==> src/logic/host_bus_pkg.sv <==
// Shared constants for the parallel host bus port
package host_bus_pkg;
    // Bus style encodings on bus_style_select
    localparam logic [1:0] STYLE_GENERIC = 2'h0;
    localparam logic [1:0] STYLE_ENCLK   = 2'h1;
    localparam logic [1:0] STYLE_ASTROBE = 2'h2;
    localparam int unsigned DATA_W       = 8;
    localparam int unsigned ADDR_W       = 16;
    // Cycles the device holds its wait answer before completing
    localparam int unsigned ACCESS_CYC   = 3;
    localparam logic [1:0]  ACCESS_CNT   = 2'(ACCESS_CYC);
    localparam logic [7:0]  DATA_RST     = 8'h00;
    localparam logic [15:0] ADDR_RST     = 16'h0000;
    // Count loaded for the host setup and strobe phases; setup lasts this many cycles plus one, the strobe at least that
    localparam int unsigned HOST_PHASE   = 2;
    localparam logic [2:0]  HOST_CNT     = 3'(HOST_PHASE);
    // Cycles the host waits for an answer before giving up
    localparam logic [5:0]  HOST_TIMEOUT = 6'h3f;
    // Enable-clock reads and writes: no wait pin, so the enable outlasts the access
    localparam logic [5:0]  ENCLK_END    = HOST_TIMEOUT - 6'h08;
endpackage : host_bus_pkg

==> src/logic/host_bus_if.sv <==
// Pin-level carrier joining host and device ends
interface host_bus_if;
    logic [15:0] addr;
    logic [7:0]  data_h;
    logic        data_h_oe_n;
    logic [7:0]  data_d;
    logic        data_d_oe_n;
    logic        rd_pin;
    logic        wr_pin;
    logic        chip_sel_n;
    logic        addr_qualify_n;
    logic        wait_out;
    logic        wait_oe_n;
    logic [1:0]  bus_style_select;
    logic        scan_test_in;
    logic        factory_test_in;

    modport device (
        input  addr, data_h, data_h_oe_n, rd_pin, wr_pin, chip_sel_n, addr_qualify_n,
        input  bus_style_select, scan_test_in, factory_test_in,
        output data_d, data_d_oe_n, wait_out, wait_oe_n
    );
    modport host (
        output addr, data_h, data_h_oe_n, rd_pin, wr_pin, chip_sel_n, addr_qualify_n,
        output bus_style_select, scan_test_in, factory_test_in,
        input  data_d, data_d_oe_n, wait_out, wait_oe_n
    );
endinterface : host_bus_if

==> src/logic/pin_sync.sv <==
// Two-stage synchroniser for a vector of pins
module pin_sync #(
    parameter int unsigned W = 1
) (
    input  wire logic         clk_sys_i,
    input  wire logic         resetn_i,
    input  wire logic [W-1:0] pin_i,
    output logic      [W-1:0] sync_o
);
    logic [W-1:0] meta_q;

    // Reset to all ones, the idle level of the active-low strobes
    always_ff @(posedge clk_sys_i or negedge resetn_i) begin
        if (!resetn_i) begin
            meta_q <= '1;
            sync_o <= '1;
        end else begin
            meta_q <= pin_i;
            sync_o <= meta_q;
        end
    end
endmodule : pin_sync

==> src/logic/host_bus_device.sv <==
// Device end of the parallel host bus port
module host_bus_device
    import host_bus_pkg::*;
(
    input  wire logic        clk_sys_i,
    input  wire logic        resetn_i,
    host_bus_if.device       bus,
    output logic             wr_valid_o,
    output logic [15:0]      wr_addr_o,
    output logic [7:0]       wr_data_o,
    output logic             rd_req_o,
    output logic [15:0]      rd_addr_o,
    input  wire logic [7:0]  rd_data_i,
    output logic [1:0]       style_o
);
    typedef enum logic [1:0] {ST_IDLE, ST_BUSY, ST_DONE} dev_state_e;

    logic [1:0]  ctl_s;
    logic [7:0]  dat_s;
    logic [15:0] adr_s;
    logic [1:0]  cfg_s;
    logic        rd_s, wr_s, cs_n_s, aq_n_s;
    logic        rd_prev_q, wr_prev_q;
    dev_state_e  state_q;
    logic [1:0]  cnt_q;
    logic        is_rd_q;
    logic        ack_done_q;

    // All pins the device reads cross into clk_sys_i through two flops
    pin_sync #(.W(4)) u_sync_ctl (
        .clk_sys_i (clk_sys_i),
        .resetn_i  (resetn_i),
        .pin_i     ({bus.rd_pin, bus.wr_pin, bus.chip_sel_n, bus.addr_qualify_n}),
        .sync_o    ({rd_s, wr_s, cs_n_s, aq_n_s})
    );
    pin_sync #(.W(8)) u_sync_dat (
        .clk_sys_i (clk_sys_i),
        .resetn_i  (resetn_i),
        .pin_i     (bus.data_h),
        .sync_o    (dat_s)
    );
    pin_sync #(.W(16)) u_sync_adr (
        .clk_sys_i (clk_sys_i),
        .resetn_i  (resetn_i),
        .pin_i     (bus.addr),
        .sync_o    (adr_s)
    );
    pin_sync #(.W(2)) u_sync_cfg (
        .clk_sys_i (clk_sys_i),
        .resetn_i  (resetn_i),
        .pin_i     (bus.bus_style_select),
        .sync_o    (cfg_s)
    );
    assign ctl_s = cfg_s;

    always_ff @(posedge clk_sys_i or negedge resetn_i) begin
        if (!resetn_i) begin
            rd_prev_q <= 1'b1;
            wr_prev_q <= 1'b1;
            style_o   <= STYLE_GENERIC;
        end else begin
            rd_prev_q <= rd_s;
            wr_prev_q <= wr_s;
            style_o   <= ctl_s;
        end
    end

    // Edge events per style
    logic gen_wr_rise, gen_wr_fall, gen_rd_fall, en_rise, lds_fall, start_w, start_r, sel;
    logic take_w;
    always_comb begin
        sel         = !cs_n_s;
        gen_wr_rise = sel && !wr_prev_q && wr_s;
        // Busy from the strobe fall, so wait can stall the host
        gen_wr_fall = sel && wr_prev_q && !wr_s;
        gen_rd_fall = sel && rd_prev_q && !rd_s;
        en_rise     = sel && !rd_prev_q && rd_s;
        // Qualify must be low for the address to count
        lds_fall    = sel && !aq_n_s && rd_prev_q && !rd_s;
        start_w     = 1'b0;
        start_r     = 1'b0;
        case (style_o)
            STYLE_GENERIC: begin
                start_w = gen_wr_fall;
                start_r = gen_rd_fall;
            end
            STYLE_ENCLK: begin
                start_w = en_rise && !wr_s;
                start_r = en_rise && wr_s;
            end
            STYLE_ASTROBE: begin
                start_w = lds_fall && !wr_s;
                start_r = lds_fall && wr_s;
            end
            default: begin
                start_w = 1'b0;
                start_r = 1'b0;
            end
        endcase
        // Generic write data is only valid at the strobe rise
        take_w      = (style_o == STYLE_GENERIC) ?
                      (gen_wr_rise && state_q != ST_IDLE && !is_rd_q) :
                      (start_w && state_q == ST_IDLE);
    end

    // Transfer sequencing; chip select drop aborts and releases pins
    always_ff @(posedge clk_sys_i or negedge resetn_i) begin
        if (!resetn_i) begin
            state_q <= ST_IDLE;
            cnt_q   <= 2'h0;
            is_rd_q <= 1'b0;
        end else begin
            case (state_q)
                ST_IDLE: begin
                    if (start_w || start_r) begin
                        state_q <= ST_BUSY;
                        cnt_q   <= ACCESS_CNT;
                        is_rd_q <= start_r;
                    end
                end
                ST_BUSY: begin
                    if (cs_n_s) begin
                        state_q <= ST_IDLE;
                    end else if (cnt_q == 2'h1) begin
                        state_q <= ST_DONE;
                    end else begin
                        cnt_q <= cnt_q - 2'h1;
                    end
                end
                ST_DONE: begin
                    // Hold completion until the host ends its strobe
                    if (cs_n_s || (style_o == STYLE_GENERIC ? (rd_s && wr_s) : 
                        (style_o == STYLE_ENCLK ? !rd_s : rd_s))) begin
                        state_q <= ST_IDLE;
                    end
                end
                default: state_q <= ST_IDLE;
            endcase
        end
    end

    // User side strobes
    always_ff @(posedge clk_sys_i or negedge resetn_i) begin
        if (!resetn_i) begin
            wr_valid_o <= 1'b0;
            wr_addr_o  <= ADDR_RST;
            wr_data_o  <= DATA_RST;
            rd_req_o   <= 1'b0;
            rd_addr_o  <= ADDR_RST;
        end else begin
            wr_valid_o <= take_w;
            rd_req_o   <= start_r && state_q == ST_IDLE;
            if (take_w) begin
                wr_addr_o <= adr_s;
                wr_data_o <= dat_s;
            end
            if (start_r && state_q == ST_IDLE) begin
                rd_addr_o <= adr_s;
            end
        end
    end

    // Wait or ack pin and read data drivers
    always_ff @(posedge clk_sys_i or negedge resetn_i) begin
        if (!resetn_i) begin
            bus.wait_out    <= 1'b1;
            bus.wait_oe_n   <= 1'b1;
            bus.data_d      <= DATA_RST;
            bus.data_d_oe_n <= 1'b1;
            ack_done_q      <= 1'b0;
        end else begin
            ack_done_q <= state_q == ST_DONE;
            case (style_o)
                STYLE_GENERIC: begin
                    // Low while busy, high when done, then released
                    bus.wait_oe_n <= !(state_q == ST_BUSY || state_q == ST_DONE)
                                     || cs_n_s;
                    bus.wait_out  <= state_q != ST_BUSY;
                end
                STYLE_ASTROBE: begin
                    // Ack high forces waits, low marks completion
                    bus.wait_oe_n <= !(state_q == ST_BUSY || state_q == ST_DONE)
                                     || cs_n_s;
                    bus.wait_out  <= state_q == ST_BUSY;
                end
                default: begin
                    // Enable-clock style leaves the pin floating
                    bus.wait_oe_n <= 1'b1;
                    bus.wait_out  <= 1'b1;
                end
            endcase
            if (state_q == ST_DONE && is_rd_q && !ack_done_q) begin
                bus.data_d <= rd_data_i;
            end
            // Generic style drives only while read strobe low
            bus.data_d_oe_n <= !(is_rd_q && !cs_n_s && state_q != ST_IDLE &&
                (style_o == STYLE_GENERIC ? !rd_s : 1'b1));
        end
    end
endmodule : host_bus_device

==> src/flat_wrapper.sv <==
// flat-port wrapper written by rule: the top's interface ports become plain ports
module host_bus_device_flat import host_bus_pkg::*;
  (clk_sys_i, resetn_i, wr_valid_o, wr_addr_o, wr_data_o, rd_req_o, rd_addr_o, rd_data_i, style_o, bus_addr, bus_data_h, bus_data_h_oe_n, bus_rd_pin, bus_wr_pin, bus_chip_sel_n, bus_addr_qualify_n, bus_bus_style_select, bus_scan_test_in, bus_factory_test_in, bus_data_d, bus_data_d_oe_n, bus_wait_out, bus_wait_oe_n);
  host_bus_if bus_i ();
  input  wire logic clk_sys_i;
  input  wire logic resetn_i;
  output logic wr_valid_o;
  output logic [15:0] wr_addr_o;
  output logic [7:0] wr_data_o;
  output logic rd_req_o;
  output logic [15:0] rd_addr_o;
  input  wire logic [7:0] rd_data_i;
  output logic [1:0] style_o;
  input wire logic [$bits(bus_i.addr)-1:0] bus_addr;
  input wire logic [$bits(bus_i.data_h)-1:0] bus_data_h;
  input wire logic [$bits(bus_i.data_h_oe_n)-1:0] bus_data_h_oe_n;
  input wire logic [$bits(bus_i.rd_pin)-1:0] bus_rd_pin;
  input wire logic [$bits(bus_i.wr_pin)-1:0] bus_wr_pin;
  input wire logic [$bits(bus_i.chip_sel_n)-1:0] bus_chip_sel_n;
  input wire logic [$bits(bus_i.addr_qualify_n)-1:0] bus_addr_qualify_n;
  input wire logic [$bits(bus_i.bus_style_select)-1:0] bus_bus_style_select;
  input wire logic [$bits(bus_i.scan_test_in)-1:0] bus_scan_test_in;
  input wire logic [$bits(bus_i.factory_test_in)-1:0] bus_factory_test_in;
  output wire logic [$bits(bus_i.data_d)-1:0] bus_data_d;
  output wire logic [$bits(bus_i.data_d_oe_n)-1:0] bus_data_d_oe_n;
  output wire logic [$bits(bus_i.wait_out)-1:0] bus_wait_out;
  output wire logic [$bits(bus_i.wait_oe_n)-1:0] bus_wait_oe_n;
  assign bus_i.addr = bus_addr;
  assign bus_i.data_h = bus_data_h;
  assign bus_i.data_h_oe_n = bus_data_h_oe_n;
  assign bus_i.rd_pin = bus_rd_pin;
  assign bus_i.wr_pin = bus_wr_pin;
  assign bus_i.chip_sel_n = bus_chip_sel_n;
  assign bus_i.addr_qualify_n = bus_addr_qualify_n;
  assign bus_i.bus_style_select = bus_bus_style_select;
  assign bus_i.scan_test_in = bus_scan_test_in;
  assign bus_i.factory_test_in = bus_factory_test_in;
  assign bus_data_d = bus_i.data_d;
  assign bus_data_d_oe_n = bus_i.data_d_oe_n;
  assign bus_wait_out = bus_i.wait_out;
  assign bus_wait_oe_n = bus_i.wait_oe_n;
  host_bus_device u_core (.clk_sys_i(clk_sys_i), .resetn_i(resetn_i), .bus(bus_i), .wr_valid_o(wr_valid_o), .wr_addr_o(wr_addr_o), .wr_data_o(wr_data_o), .rd_req_o(rd_req_o), .rd_addr_o(rd_addr_o), .rd_data_i(rd_data_i), .style_o(style_o));
endmodule
==> config.mk <==
export PLATFORM = sky130hd
export DESIGN_NAME = host_bus_device_flat
export DESIGN_NICKNAME = d
export VERILOG_FILES = /design/src/logic/host_bus_pkg.sv /design/src/logic/host_bus_if.sv /design/src/logic/pin_sync.sv /design/src/logic/host_bus_device.sv /design/src/flat_wrapper.sv
export SDC_FILE = /design/constraint.sdc
export NUM_CORES = 1
export LEC_CHECK = 0
export BUFFER_PORTS_ARGS = -buffer_cell sky130_fd_sc_hd__buf_2
export CAP_MARGIN = 5
export CORE_MARGIN = 4
export CORE_UTILIZATION = 48
export DETAILED_ROUTE_END_ITERATION = 10
export GPL_TIMING_DRIVEN = 0
export MAX_ROUTING_LAYER = met4
export PLACE_DENSITY = 0.73
export SLEW_MARGIN = 25
export SYNTH_ARGS = -nofsm -noshare
export SYNTH_HDL_FRONTEND = slang
export SYNTH_SLANG_ARGS = --single-unit
==> constraint.sdc <==
create_clock -name clk_sys_i -period 1.9 [get_ports clk_sys_i]
set_input_delay 0.095 -clock clk_sys_i [delete_from_list [all_inputs] [get_ports clk_sys_i]]
set_output_delay 0.095 -clock clk_sys_i [all_outputs]
set_load 0.05 [all_outputs]
Word-level counts from Yosys, hierarchy flattened --
Cells that the tools add are included.
Storage, ports and cells: bits in registers 123, input bits 43, output and inout bits 55, word-level logic and storage cells 100
Cells by class: add/subtract/negate cells 1, equal/unequal tests 11, multiplexer cells 17, reduce and logical (&&, ||, !) cells 47
Operators by type and width (number):
- logical AND 1 bit | 25
- two-way mux 2 bit | 7
- logical NOT 1 bit | 10
- == test 2 x 1 -> 1 bit, second input constant | 3
- != test 2 bit, second input constant | 3
- one-hot mux 1 bit (3 select lines) | 2
- one-hot mux 2 bit (3 select lines) | 1
- two-way mux 1 bit | 5
- == test 2 bit, second input constant | 2
- logical NOT 2 bit | 2
- logical OR 1 bit | 4
- != test 2 x 1 -> 1 bit, second input constant | 2
- one-hot mux 2 bit (2 select lines) | 1
- AND reduction 4 bit | 1
- nonzero test 2 bit | 2
- != test 3 x 2 -> 1 bit, second input constant | 1
- AND reduction 3 bit | 1
- one-hot mux 1 bit (2 select lines) | 1
- AND reduction 2 bit | 1
- OR reduction 2 bit | 1
- subtractor 2 x 1 -> 2 bit, second input constant | 1

Logic depth before layout (Yosys ltp) --
depth in word-level cells 9, depth in mapped cells 8, depth with buffers taken out 7

Hierarchy --
Synthesis repeated with hierarchy kept, for this count alone.
Second synthesis, totals: cell total of the unflattened synthesis 238, area total of the unflattened synthesis 4264.1 um2
Modules (own cells, without submodules):
- host_bus_device | times used 1, cells each 178, area an instance 2687.6 um2, seq. area each 1582.8 um2
- pin_sync (u_core.u_sync_adr) | times used 1, cells each 32, area an instance 840.8 um2, seq. area each 840.8 um2
- pin_sync (u_core.u_sync_dat) | times used 1, cells each 16, area an instance 420.4 um2, seq. area each 420.4 um2
- pin_sync (u_core.u_sync_ctl) | times used 1, cells each 8, area an instance 210.2 um2, seq. area each 210.2 um2
- pin_sync (u_core.u_sync_cfg) | times used 1, cells each 4, area an instance 105.1 um2, seq. area each 105.1 um2

Least setup slack after synthesis --
Ideal clock, no wire load.
path kind register -> register, start register u_core.style_o[0], end register u_core.wr_addr_o[10], library setup time 0.125 ns, arrival time 2.226 ns, required time 1.775 ns, slack -0.451 ns, cell stages (with the launch flop) 9, buffers on the path 1, clock period less this slack 2.351 ns, cells stage by stage dfrtp_1 > inv_1 > ha_1 > nand4bb_1 > o211ai_2 > o211a_4 > a31oi_4 > buf_12 > mux2_4
Between the ends: longest elaborated chain between the ends 4, elaborated cells on any way between the ends 6, classes of those cells 2 x eq/ne; 2 x mux; 2 x reduce/logical
Ends and longest elaborated chain:
- start: declaration | line host_bus_device.sv:14 | output logic [1:0] style_o
- start signal: assignment | line host_bus_device.sv:64 | style_o <= ctl_s;
- == test 2 bit, or another cell as far along | line host_bus_device.sv:82 | case (style_o)
- one-hot mux 1 bit (3 select lines) | line host_bus_device.sv:82
- logical AND 1 bit | line host_bus_device.sv:103 | (start_w && state_q == ST_IDLE);
- two-way mux 1 bit * | line host_bus_device.sv:101 | take_w = (style_o == STYLE_GENERIC) ?
- end signal: assignment | line host_bus_device.sv:154 | wr_addr_o <= adr_s;
- end: declaration | line host_bus_device.sv:9 | output logic [15:0] wr_addr_o,
Mark *: on every way between the ends. The rest lies on a longest branch, timed or not. A chain may end at the register's enable or synchronous reset.

Worst setup path in the final report --
start register u_core.style_o[0], end register u_core.wr_addr_o[13]
The elaborated chain is that of the path after synthesis.

==> out/qor.csv <==
metric,value,unit
tightestPinTransition,501,ps
fin_skew,3.82,ps
number_of_maximum_capacitance_violations,0,
synth_top_family_by_area,multiplexers,
top_flip_flop_cell_by_instance_count_after_synthesis,sky130_fd_sc_hd__dfstp_2,
antenna_found_initial,0,
critPathRequiredTime,2280,ps
setup-tns-final,-4440,ps
cts.clk_slew.worst_paths,60,ps
postLayoutSetupSlackWorst,-139,ps
synth_cell_area,4340,um^2
buffer_ports.inserted,94,
synth_fp_nets,287,
drt-total-wl,8410,um
finish.cell_count_without_fillers,524,
max_freq,490,MHz
place.detailed.hpwl,4930,um
synth_adder_area_share,0.0230,
path_type_of_the_worst_setup_path,reg -> reg,
wire_length_of_the_first_global_routing_pass,13500,um
routed-via-count,2507,
crit-reg2reg-capture,u_core.wr_addr_o[13],
area.sequential,3160,um^2
net_count_reported_at_finish,454,
final_cell_mix,"sky130_fd_sc_hd__buf_2, sky130_fd_sc_hd__dfstp_2, sky130_fd_sc_hd__dfrtp_1, sky130_fd_sc_hd__dlygate4sd3_1, sky130_fd_sc_hd__mux2_4",
worstPathCellList,inv_4 -> ha_4 -> nand4bb_4 -> o211ai_4 -> o211a_4 -> a31oi_4 -> buf_12 -> mux2_4,
critical_path_at,2420,ps
timing_hold_violations_final,0,
grt_remaining_overflow,0,
drt_pre_antenna_iters,4,
multiInputGateArea,1230,um^2
gate_count_after_technology_mapping,236,
crit_path_max_incr_delay,450,ps
die_area,10600,um^2
grt_start_max_net_pins,69,
gp_congestion,0.799,
rows,34,
number_of_synthesized_flops_with_an_enable_pin,0,
worstRegToRegCells,8,
boundaryPins,98,
syn2layout_area_growth,44.5,%
gr-usage-all-layers,0.175,
relSlewSlack,0.666,
cts_buffer_depth,2,
post_drt_wl_per_cell,16.1,um
drive_gt1_frac,0.680,
leakage,0.00297,uW
timing.critical_path.slowest_stage_cell,sky130_fd_sc_hd__dfrtp_2,
critical_path.startpoint,u_core.style_o[0],
cts.root.buffer_cell,sky130_fd_sc_hd__clkbuf_8,
finalCritPeriodShare,1.07,
outcome,finished with violations,
clock_latency,500,ps
placed_cells,439,
worst_setup_path_end_kind,register,
crit_fanout,10,
violations,setup timing,
finalMaxSlewViolations,0,
fp.coreArea,8760,um^2
yosys_warnings,0,
detailed_router_s_first_iteration_violation_count,53,
synth.area.mux_share,0.156,
initial_utilization,0.496,
r2r_setup_slack,-140,ps
hold_path.class,in -> async,
synth_area_per_cell,18.4,um^2
cellPowerDensity,1770,nW/um^2
tritoncts_clock_tree,done,
drtAntennaViolNets,0,
timing.final.crit_period,2040,ps
viasPerCell,4.78,
irDropWorstVdd,902,uV
fp.dieH,103,um
number_of_global_route_vias_before_repair,2796,
worstReg2RegStart,u_core.style_o[0],
share_of_synthesized_flip_flops_with_an_asynchronous_set_or_reset,1.00,
most_frequent_standard_cell_in_the_layout_excluding_fill_and_tap_cells,sky130_fd_sc_hd__buf_2,
postSynthRegisterBits,123,
post_synth_num_cell_types,36,
layout.filler_cells,548,
timing.final.setup_violations,42,
crit_end,u_core.wr_addr_o[13],
yosys.area_share.xor_xnor,0,
htree_levels,4,
synth_compound_gate_area_share,0.0406,
clock-sinks,123,
grt_setup_unrepaired,yes,
yosysSeqAreaShare,0.727,
detail_route.drc_violations,0,
element_type_at_the_critical_path_start,register,
die_x,103,um
cts_inserted_buffers,17,
insertedDiodeCount,0,
synth-simple-area-share,0.0317,
==> stage by stage <==
stage | area (um^2) | setup WS, ps | hold slack (ps) | total power (uW) | util
final | 6280 | -139 | 119 | 11100 | 0.716
after floorplan | 4390 | -195 | -201 | 6620 | -
after CTS | 6200 | -137 | 112 | 11100 | 0.707
after detailed placement | 5030 | -284 | 83.6 | 7510 | 0.574
after global routing | 6280 | -193 | 140 | 11600 | 0.716
after global placement | 4990 | -824 | 200 | 7420 | 0.570
==> worst min-delay path by stage <==
stage | from | end | slack [ps] | depth (start not counted)
2_1_floorplan | resetn_i | u_core.ack_done_q | -200 | 0
3_3_place_gp | bus_addr_qualify_n | u_core.u_sync_ctl.meta_q[0] | 200 | 1
3_5_place_dp | resetn_i | u_core.wr_addr_o[6] | 80 | 1
4_1_cts | resetn_i | u_core.rd_addr_o[7] | 110 | 2
5_1_grt | resetn_i | u_core.wr_data_o[7] | 140 | 2
6_report | resetn_i | u_core.rd_addr_o[6] | 120 | 2
==> layout make-up <==
class | count | area share
Inverter | 10 | 0.00678
Sequential cell | 123 | 0.504
Clock inverter | 15 | 0.0337
Buffer | 4 | 0.0114
Clock buffer | 17 | 0.0660
Multi-Input combinational cell | 99 | 0.195
Timing Repair Buffer | 148 | 0.162
Tap cell | 108 | 0.0215
==> timing repair <==
| item | 4_1_cts | 5_1_grt |
|---|---|---|
| setup buffers | 10 | 4 |
| gates resized for setup | 13 | 7 |
| pin swaps | 8 | 8 |
| hold buffers | 39 | 0 |
| endpoints found under the hold margin | 129 | 0 |
| endpoints found under the setup margin | 40 | 43 |
==> registers in the layout, indices dropped and copies added, names as in the netlist, 2 cells and up <==
register and flops:
u_core.bus.data_d 8, u_core.cnt_q 2, u_core.rd_addr_o 16, u_core.state_q 2
u_core.style_o 2, u_core.u_sync_adr.meta_q 16, u_core.u_sync_adr.sync_o 16, u_core.u_sync_cfg.meta_q 2
u_core.u_sync_cfg.sync_o 2, u_core.u_sync_ctl.meta_q 4, u_core.u_sync_ctl.sync_o 4, u_core.u_sync_dat.meta_q 8
u_core.u_sync_dat.sync_o 8, u_core.wr_addr_o 16, u_core.wr_data_o 8
==> worst max-delay path, delay by kind of cell, from the launching register on <==
family                   cells  cell delay, ps
AO/OA/AOI/OAI                3             580
adder cells (fa/ha/maj)      1             160
buffers and inverters        2             280
flip-flops                   1             450
multiplexers                 1             300
AND/OR/NAND/NOR              1             150
==> synth_stat cells, types with 2 or more instances <==
cell                         n  area (um^2)
sky130_fd_sc_hd__dfstp_2    65         1710
sky130_fd_sc_hd__dfrtp_1    58         1450
sky130_fd_sc_hd__mux2_4     28          420
sky130_fd_sc_hd__mux2_2     21          236
sky130_fd_sc_hd__inv_1      10         37.5
sky130_fd_sc_hd__ha_1        8          100
sky130_fd_sc_hd__nand2_1     5         18.8
sky130_fd_sc_hd__nor2_1      4         15.0
sky130_fd_sc_hd__o211ai_1    3         22.5
sky130_fd_sc_hd__a21oi_1     2         10.0
sky130_fd_sc_hd__a21oi_2     2         17.5
sky130_fd_sc_hd__and3_1      2         12.5
sky130_fd_sc_hd__buf_12      2         40.0
sky130_fd_sc_hd__mux2i_1     2         20.0
sky130_fd_sc_hd__nand4bb_1   2         22.5
sky130_fd_sc_hd__nor2b_1     2         12.5
==> routing by layer <==
layer  vias up  GRT usage  routed length, um
met3        24     0.0541                434
met2        79      0.293               4430
met4         0     0.0807                243
li1       1148          -                  -
met5         -          -                  0
met1      1256      0.191               3310
==> logic make-up (layout without fill, tap and decap cells) <==
group | count (synthesis) | after routing
AND/OR/NAND/NOR | 22 | 22
multiplexers | 51 | 51
buffers and inverters | 14 | 194
adder cells (fa/ha/maj) | 8 | 8
AO/OA/AOI/OAI | 18 | 18
flip-flops | 123 | 123
==> where the power goes <==
part / leakage (uW) / internal [uW] / total [uW] / switching (uW)
Clock: 0.000298 / 2160 / 3350 / 1190
Combinational: 0.00129 / 1400 / 4090 / 2700
Sequential: 0.00139 / 3330 / 3670 / 344
Note: power is estimated with default switching activity, not from simulation.
